$ cat config.mk
export PLATFORM = sky130hd
export DESIGN_NAME = trc_top
export DESIGN_NICKNAME = d
export VERILOG_FILES = /design/src/verilog/trc_pkg.sv /design/src/verilog/trc_top.sv
export SDC_FILE = /design/constraint.sdc
export NUM_CORES = 1
export LEC_CHECK = 0
export ABC_AREA = 1
export BUFFER_PORTS_ARGS = -buffer_cell sky130_fd_sc_hd__buf_4
export CORE_UTILIZATION = 45
export CTS_BUF_LIST = sky130_fd_sc_hd__clkbuf_8
export CTS_CLUSTER_DIAMETER = 40
export CTS_CLUSTER_SIZE = 10
export DETAILED_ROUTE_END_ITERATION = 6
export GPL_ROUTABILITY_DRIVEN = 0
export PLACE_DENSITY = 0.62
export RECOVER_POWER = 100
export SLEW_MARGIN = 10
export SYNTH_ARGS = -nofsm -noshare
export SYNTH_HDL_FRONTEND = slang
export SYNTH_SLANG_ARGS = --single-unit
$ cat constraint.sdc
create_clock -name i_clock -period 4.21 [get_ports i_clock]
set_input_delay 0.421 -clock i_clock [delete_from_list [all_inputs] [get_ports i_clock]]
set_output_delay 0.421 -clock i_clock [all_outputs]
set_load 0.005 [all_outputs]
$ cat src/verilog/trc_pkg.sv
// package for the timer run-control block: register offsets, field layouts, reset values
// assumes an 8-bit register port and tick strobes made on the same clock
package trc_pkg;

  // register offsets
  localparam logic [7:0] TRC_ADDR_RUN_CONTROL = 8'h0e;
  localparam logic [7:0] TRC_ADDR_T0_CONFIG   = 8'h0f;
  localparam logic [7:0] TRC_ADDR_T0_RELOAD_H = 8'h10;
  localparam logic [7:0] TRC_ADDR_T0_RELOAD_L = 8'h11;
  localparam logic [7:0] TRC_ADDR_T0_COUNT_H  = 8'h12;
  localparam logic [7:0] TRC_ADDR_T0_COUNT_L  = 8'h13;
  localparam logic [7:0] TRC_ADDR_IRQ_STATUS  = 8'h20;
  localparam logic [7:0] TRC_ADDR_IRQ_MASK    = 8'h21;

  // field positions in the run-control register
  localparam int TRC_RUN_LSB  = 4;
  localparam int TRC_MASK_LSB = 0;

  // reset values
  localparam logic [7:0]  TRC_T0_CONFIG_RST = 8'h00;
  localparam logic [15:0] TRC_RELOAD_RST    = 16'h0000;
  localparam logic [3:0]  TRC_IRQ_MASK_RST  = 4'h0;
  localparam logic [15:0] TRC_OTHER_RELOAD  = 16'h00ff;

  // number of timers
  localparam int TRC_NUM_TIMERS = 4;

  // start trigger modes of timer zero
  localparam logic [1:0] TRC_START_MANUAL  = 2'h0;
  localparam logic [1:0] TRC_START_TX_END  = 2'h1;
  localparam logic [1:0] TRC_START_LFO     = 2'h2;
  localparam logic [1:0] TRC_START_LFO_UF  = 2'h3;

  // counting clock choices of timer zero
  localparam logic [1:0] TRC_CLK_13M56     = 2'h0;
  localparam logic [1:0] TRC_CLK_211K      = 2'h1;
  localparam logic [1:0] TRC_CLK_TIMER2_UF = 2'h2;
  localparam logic [1:0] TRC_CLK_TIMER1_UF = 2'h3;

  // timer zero configuration, laid out as the register bits 7..0
  typedef struct packed {
    logic       halt_on_receive;
    logic       rsv6;
    logic [1:0] trigger_mode;
    logic       reload_on_zero;
    logic       rsv2;
    logic [1:0] clock_select;
  } trc_t0_config_type;

  // register read and write request
  typedef struct packed {
    logic [7:0] addr;
    logic [7:0] data;
    logic       wr;
    logic       rd;
  } trc_bus_req_type;

endpackage

$ cat src/verilog/trc_top.sv
// run control for four down-counting timers and configuration of timer zero
// assumes tick and event inputs are single-cycle strobes on i_clock; the trimming
// input is an asynchronous pin and is synchronised here
// software run-control writes win over automatic events of the same cycle
//
// Functional notes
// - low four bits of a run-control write mask which run bits change.
// - bits seven to four show live running state of timers three to zero.
// - masked run bit one starts its timer, zero stops it.
// - mask bits are write-only; bit 3 pairs bit 7 down to bit 0 with 4.
// - halt-on-receive set stops timer zero once four bits are received.
// - halt-on-receive is ignored while oscillator trimming is selected.
// - trigger mode 00 means no automatic start, 01 starts at transmission end.
// - modes 10 and 11 trim the oscillator, toggling run on rising pin edges.
// - reload-on-zero set reloads the counter and keeps counting at zero, except in trigger mode 10, which stops.
// - reload-on-zero clear counts down to zero then stops.
// - every underflow sets the timer underflow flag.
// - clock select 00 counts fast ticks, 01 counts slow ticks.
// - clock select 10 counts timer two underflows, 11 timer one underflows.
// - each start of timer zero loads its counter from the reload bytes; timers one to three load OTHER_RELOAD.
//
// The plain strobed port was left to the implementer.
`timescale 1ns/1ps

module trc_top
  import trc_pkg::*;
#(
  parameter logic [15:0] OTHER_RELOAD = TRC_OTHER_RELOAD
) (
  // clock and reset
  input  wire logic       i_clock,
  input  wire logic       i_rst,
  // register port
  input  wire logic [7:0] i_addr,
  input  wire logic [7:0] i_wdata,
  input  wire logic       i_wr,
  input  wire logic       i_rd,
  output logic      [7:0] o_rdata,
  // counting ticks and link events
  input  wire logic       i_tick_13m56,
  input  wire logic       i_tick_211k,
  input  wire logic       i_tx_end,
  input  wire logic       i_rx_first4,
  input  wire logic       i_lfo_pin,
  // outputs
  output logic      [3:0] o_underflow,
  output logic            o_irq
);

  localparam int N = TRC_NUM_TIMERS;

  trc_bus_req_type   req;
  trc_t0_config_type cfg_r;
  trc_t0_config_type cfg_nxt;
  logic [15:0]       reload_r;
  logic [15:0]       reload_nxt;
  logic [15:0]       cnt_r [N];
  logic [15:0]       cnt_nxt [N];
  logic [N-1:0]      run_r;
  logic [N-1:0]      run_nxt;
  logic [N-1:0]      uf_r;
  logic [N-1:0]      uf_nxt;
  logic [N-1:0]      status_r;
  logic [N-1:0]      status_nxt;
  logic [N-1:0]      mask_r;
  logic [N-1:0]      mask_nxt;
  logic [7:0]        rdata_r;
  logic [7:0]        rdata_nxt;
  logic              lfo_meta_r, lfo_meta_nxt;
  logic              lfo_sync_r, lfo_sync_nxt;
  logic              lfo_prev_r, lfo_prev_nxt;
  logic [N-1:0]      at_zero;
  logic              t0_tx_start;
  logic              t0_rx_halt;
  logic              t0_lfo_toggle;
  logic              t0_no_pulse;
  logic              t0_restart;
  logic [N-1:0]      tick;
  logic              lfo_rise;
  logic              trimming;

  assign req = '{addr: i_addr, data: i_wdata, wr: i_wr, rd: i_rd};

  function automatic logic hit_wr(input trc_bus_req_type r, input logic [7:0] a);
    hit_wr = r.wr && (r.addr == a);
  endfunction

  // trimming pin: second and third stages are read by the edge detector
  always_comb begin
    lfo_meta_nxt = i_lfo_pin;
    lfo_sync_nxt = lfo_meta_r;
    lfo_prev_nxt = lfo_sync_r;
  end

  // reset level low matches an idle pin, so no false edge follows reset
  always_ff @(posedge i_clock or posedge i_rst) begin
    if (i_rst) begin
      lfo_meta_r <= 1'b0;
      lfo_sync_r <= 1'b0;
      lfo_prev_r <= 1'b0;
    end else begin
      lfo_meta_r <= lfo_meta_nxt;
      lfo_sync_r <= lfo_sync_nxt;
      lfo_prev_r <= lfo_prev_nxt;
    end
  end

  assign lfo_rise = lfo_sync_r && !lfo_prev_r;
  assign trimming = cfg_r.trigger_mode[1];

  // zero detect per counter
  generate
    for (genvar z = 0; z < N; z++) begin : g_zero
      assign at_zero[z] = (cnt_r[z] == 16'h0000);
    end
  endgenerate

  // timer zero event decode
  always_comb begin
    t0_tx_start   = (cfg_r.trigger_mode == TRC_START_TX_END) && i_tx_end;
    t0_lfo_toggle = trimming && lfo_rise;
    // halt-on-receive has no effect while trimming
    t0_rx_halt    = cfg_r.halt_on_receive && !trimming && i_rx_first4;
    // trimming without underflow stops quietly at zero
    t0_no_pulse   = (cfg_r.trigger_mode == TRC_START_LFO);
    t0_restart    = cfg_r.reload_on_zero && !t0_no_pulse;
  end

  // counting clock per timer; cascades use registered pulses so no loop forms
  always_comb begin
    // timers one to three always count fast ticks
    tick = {N{i_tick_13m56}};
    case (cfg_r.clock_select)
      TRC_CLK_13M56:     tick[0] = i_tick_13m56;
      TRC_CLK_211K:      tick[0] = i_tick_211k;
      TRC_CLK_TIMER2_UF: tick[0] = uf_r[2];
      TRC_CLK_TIMER1_UF: tick[0] = uf_r[1];
      default:           tick[0] = 1'b0;
    endcase
  end

  // configuration and reload registers
  always_comb begin
    cfg_nxt    = cfg_r;
    reload_nxt = reload_r;
    mask_nxt   = mask_r;
    if (hit_wr(req, TRC_ADDR_T0_CONFIG)) begin
      cfg_nxt      = trc_t0_config_type'(req.data);
      cfg_nxt.rsv6 = 1'b0;
      cfg_nxt.rsv2 = 1'b0;
    end
    if (hit_wr(req, TRC_ADDR_T0_RELOAD_H)) begin
      reload_nxt[15:8] = req.data;
    end
    if (hit_wr(req, TRC_ADDR_T0_RELOAD_L)) begin
      reload_nxt[7:0] = req.data;
    end
    if (hit_wr(req, TRC_ADDR_IRQ_MASK)) begin
      mask_nxt = req.data[N-1:0];
    end
  end

  // timer run state and counters
  always_comb begin
    logic [15:0] load_val;
    load_val = 16'h0000;
    run_nxt  = run_r;
    uf_nxt   = '0;
    for (int i = 0; i < N; i++) begin
      cnt_nxt[i] = cnt_r[i];
    end
    for (int i = 0; i < N; i++) begin
      load_val = (i == 0) ? reload_r : OTHER_RELOAD;
      if (run_r[i] && tick[i]) begin
        if (!at_zero[i]) begin
          cnt_nxt[i] = cnt_r[i] - 16'h0001;
        end else begin
          // trimming without underflow stops at zero with no pulse
          if (!(i == 0 && t0_no_pulse)) begin
            uf_nxt[i] = 1'b1;
          end
          if (i == 0 && t0_restart) begin
            cnt_nxt[i] = load_val;
          end else begin
            run_nxt[i] = 1'b0;
          end
        end
      end
      if (i == 0) begin
        if (t0_tx_start) begin
          run_nxt[0] = 1'b1;
          cnt_nxt[0] = load_val;
        end
        if (t0_lfo_toggle) begin
          run_nxt[0] = !run_r[0];
          if (!run_r[0]) begin
            cnt_nxt[0] = load_val;
          end
        end
        if (t0_rx_halt) begin
          run_nxt[0] = 1'b0;
        end
      end
      // software start or stop wins over the automatic events of the same cycle
      if (hit_wr(req, TRC_ADDR_RUN_CONTROL) && req.data[TRC_MASK_LSB + i]) begin
        run_nxt[i] = req.data[TRC_RUN_LSB + i];
        if (req.data[TRC_RUN_LSB + i]) begin
          cnt_nxt[i] = load_val;
        end
      end
    end
  end

  // sticky underflow flags: a new underflow beats a write-one clear
  always_comb begin
    status_nxt = status_r;
    if (hit_wr(req, TRC_ADDR_IRQ_STATUS)) begin
      status_nxt = status_r & ~req.data[N-1:0];
    end
    status_nxt = status_nxt | uf_nxt;
  end

  // read data, registered; counter bytes are live and not latched as a pair,
  // so a read during counting may tear between the two bytes
  always_comb begin
    rdata_nxt = 8'h00;
    if (req.rd) begin
      case (req.addr)
        TRC_ADDR_RUN_CONTROL: rdata_nxt = {run_r, 4'h0};
        TRC_ADDR_T0_CONFIG:   rdata_nxt = cfg_r;
        TRC_ADDR_T0_RELOAD_H: rdata_nxt = reload_r[15:8];
        TRC_ADDR_T0_RELOAD_L: rdata_nxt = reload_r[7:0];
        TRC_ADDR_T0_COUNT_H:  rdata_nxt = cnt_r[0][15:8];
        TRC_ADDR_T0_COUNT_L:  rdata_nxt = cnt_r[0][7:0];
        TRC_ADDR_IRQ_STATUS:  rdata_nxt = {4'h0, status_r};
        TRC_ADDR_IRQ_MASK:    rdata_nxt = {4'h0, mask_r};
        default:              rdata_nxt = 8'h00;
      endcase
    end
  end

  // configuration group
  always_ff @(posedge i_clock or posedge i_rst) begin
    if (i_rst) begin
      cfg_r    <= trc_t0_config_type'(TRC_T0_CONFIG_RST);
      reload_r <= TRC_RELOAD_RST;
      mask_r   <= TRC_IRQ_MASK_RST;
    end else begin
      cfg_r    <= cfg_nxt;
      reload_r <= reload_nxt;
      mask_r   <= mask_nxt;
    end
  end

  // run state and underflow pulses
  always_ff @(posedge i_clock or posedge i_rst) begin
    if (i_rst) begin
      run_r <= '0;
      uf_r  <= '0;
    end else begin
      run_r <= run_nxt;
      uf_r  <= uf_nxt;
    end
  end

  // sticky underflow flags
  always_ff @(posedge i_clock or posedge i_rst) begin
    if (i_rst) begin
      status_r <= '0;
    end else begin
      status_r <= status_nxt;
    end
  end

  // read data stands one cycle only, zero otherwise
  always_ff @(posedge i_clock or posedge i_rst) begin
    if (i_rst) begin
      rdata_r <= 8'h00;
    end else begin
      rdata_r <= rdata_nxt;
    end
  end

  // one register per counter
  generate
    for (genvar g = 0; g < N; g++) begin : g_cnt
      always_ff @(posedge i_clock or posedge i_rst) begin
        if (i_rst) begin
          cnt_r[g] <= TRC_RELOAD_RST;
        end else begin
          cnt_r[g] <= cnt_nxt[g];
        end
      end
    end
  endgenerate

  // interrupt level follows unmasked status; a new underflow beats a clear
  assign o_rdata     = rdata_r;
  assign o_underflow = uf_r;
  assign o_irq       = |(status_r & mask_r);

endmodule // trc_top

==> impl_metrics.yaml <==
grt:
  grt.busiest_layer: "met2"
  grt_max_degree: 73
  grt_usage: 0.252
  grt_pass1_vias: 5731
  use_met1: 0.355
  antenna_found_initial: 0
  met2_usage: 0.384
  grt_remaining_overflow: 0
  grt_pass1_wl_um: 29100
  use_met3: 0.0544
clocking:
  post-cts-setup-buffers: 0
  clk_path_buf_depth: 2
  htreeDepth: 4
  path_clk_slew_ns: 0.07
  cts_tree: "yes"
  root_buffer: "clkbuf_8"
  cts.hold.buffers_added: 0
  cts.sinks: 113
  clkLatencyLatePin_ns: 0.44
  cts_buffers: 17
  cts_resized: 0
layout:
  drive_gt1_frac: 0.0740
  nets: 1021
  antenna-diode-count: 0
  final_common_cell: "nand2_1"
  area_growth_pct: 12.0
  final_cell_area_um2: 7440
  final_cell_mix: "244 x nand2_1, 175 x nor2_1, 113 x dfrtp_1, 112 x inv_1, 111 x o21ai_0"
  nFillCells: 1487
sta:
  holdWs_ns: 0.106
  layout_min_cycle_time_ns: 2.43
  drv_slew: 73
  grt_setup_unrepaired: "false"
  setup_viol: 0
  fin_ws_ns: 1.78
  relSlewSlack: -1.12
  tightest_slew_ns: 3.16
  final-hold-violation-count: 0
  finalSetupTns_ns: 0
  fmax_mhz: 412
  skew_ns: 0.00854
  post-route-period-util: 0.576
floorplanning:
  start_util: 0.459
  die_w_um: 123
  io_pins: 38
  coreArea_um2: 14500
  dieArea_um2: 15200
  die_y_um: 123
  row_count: 44
detailed_routing:
  wl_um: 17600
  wire_per_inst_um: 14.9
  drtIter0Drc: 491
  viasPerCell: 5.24
  ant_nets: 0
  num_vias: 6204
  route.detailed.drc: 0
  drtPass1Iterations: 5
pwr:
  p_int_mw: 2.31
  switching_share: 0.384
  seq_power_share: 0.416
  vdd_drop_max_mv: 0.287
  p_per_area_nw_per_um2: 504
  comb_power_share: 0.311
  finalPower_mw: 3.75
  leakagePower_nw: 3.64
  power.share.clock: 0.273
  p_sw_mw: 1.44
setup_path:
  reg2reg_to: "status_r[0]"
  path_class: "input port to register"
  setup.worst_path.end_class: "register"
  crit_path_start: "i_addr[7]"
  worstPathCellList: "clkbuf_4 > nor2_1 > nand2_1 > nor2_1 > nand2_1 > nor2_1 > nand2_1 > o21ai_0"
  r2r_start: "cnt_r[58]"
  critPathMaxStageDelay_ns: 0.81
  crit_end: "reload_r[7]"
  critPathArrivalTime_ns: 2.79
  reg2regPathDepth: 6
  cp_max_fo: 16
  r2r_slack_ns: 1.91
  cpMaxStageDelayCell: "nor2_1"
  cp-start-kind: "input port"
  cp.required_ns: 4.57
place:
  io_buffer_count: 37
  place_area_um2: 7100
  hpwl_um: 13100
  pre_cts_ws_ns: 1.92
synth:
  yosys_warnings: 0
  ys_seq_area_frac: 0.426
  syn_nets: 973
  synth_area_um2: 6640
  yosysUniqueCellTypes: 37
  ys_seq_elements: 113
  synth_cells: 940
  syn_avg_cell_area_um2: 7.07
flow_run:
  drv_cap: 1
outcome:
  violations: "max-capacitance violations, max-slew violations"
  status: "finished with violations"
hold_path:
  hp-class: "input port to register"
per-stage QoR:
stage                util  instances
global placement    0.491       1153
global route        0.514       1184
floorplan               -        940
CTS                 0.518       1184
detailed placement  0.491       1153
finish              0.514       1184
worst max-delay path: cells and delay by family:
kind	cells	cell delay (ns)
AND/OR/NAND/NOR	6	2.15
AO/OA/AOI/OAI	1	0.11
buffers and inverters	1	0.11
synth_stat cells (all sizes together):
master   number  share of area
o31ai         2         0.0023
or2           2         0.0019
o22ai         8         0.0075
o211ai        8         0.0090
o21ai       111          0.084
nor3b         2         0.0023
nor3         11         0.0098
nand3b        3         0.0034
xnor2         3         0.0040
a21oi        19          0.014
nor2        177           0.11
clkbuf        4         0.0023
inv         111          0.063
dfrtp       113           0.43
a22oi         1         0.0011
nand4        19          0.020
a31oi         2         0.0019
clkinv        3         0.0021
buf           6         0.0072
o21bai        1         0.0011
nand2       244           0.14
xor2         24          0.032
nand3        57          0.045
o2111ai       1         0.0013
ha            8          0.015
routing by layer:
layer,part of all wire,vias up
met5,0,-
met4,0.016,0
met3,0.055,20
met2,0.44,177
met1,0.49,2877
li1,-,3130
layout make-up:
| type | instances | area, um^2 | area share |
|---|---|---|---|
| clock inverter | 9 | 90.1 | 0.0121 |
| inverter | 114 | 432 | 0.0580 |
| clock buffer | 22 | 303 | 0.0407 |
| multi-input combinational | 703 | 3270 | 0.440 |
| tap | 184 | 230 | 0.0310 |
| timing repair buffer | 39 | 282 | 0.0379 |
| sequential | 113 | 2830 | 0.380 |
how the worst min path moves through the flow:
| stage | slack [ns] | startpoint | to | cells past startpoint |
|---|---|---|---|---|
| 2_1_floorplan | 0.33 | lfo_meta_r | lfo_prev_nxt | 0 |
| 3_3_place_gp | 0.35 | lfo_meta_r | lfo_prev_nxt | 0 |
| 3_5_place_dp | 0.34 | lfo_meta_r | lfo_prev_nxt | 0 |
| 4_1_cts | 0.06 | i_lfo_pin | lfo_meta_r | 1 |
| 5_1_grt | 0.08 | i_lfo_pin | lfo_meta_r | 1 |
| 6_report | 0.11 | i_lfo_pin | lfo_meta_r | 1 |
power by group through the flow:
| stage | Combinational, mW | Clock [mW] | Sequential [mW] |
|---|---|---|---|
| after detailed placement | 1.16 | 0 | 1.57 |
| after floorplan | 0.907 | 0 | 1.50 |
| after global placement | 1.15 | 0 | 1.57 |
| after CTS | 1.17 | 1.05 | 1.55 |
| after global routing | 1.36 | 1.09 | 1.60 |
| final | 1.17 | 1.02 | 1.56 |
flip-flops by register name, indices dropped and copies added, names as in the netlist:
name and count:
lfo_prev_nxt 1, cnt_r 64, o_rdata 8, mask_r 4, status_r 4, cfg_r 6, run_r 4, reload_r 16
o_underflow 4, lfo_meta_r 1, lfo_prev_r 1
cell families after synthesis:
family,Yosys count,share of synthesized area
simple gates,515,0.327
buf+inv,124,0.0742
compound gates,153,0.122
xor+xnor,27,0.0356
fa+ha+maj,8,0.0151
flops,113,0.426
Power figures use the tool's default switching activity.
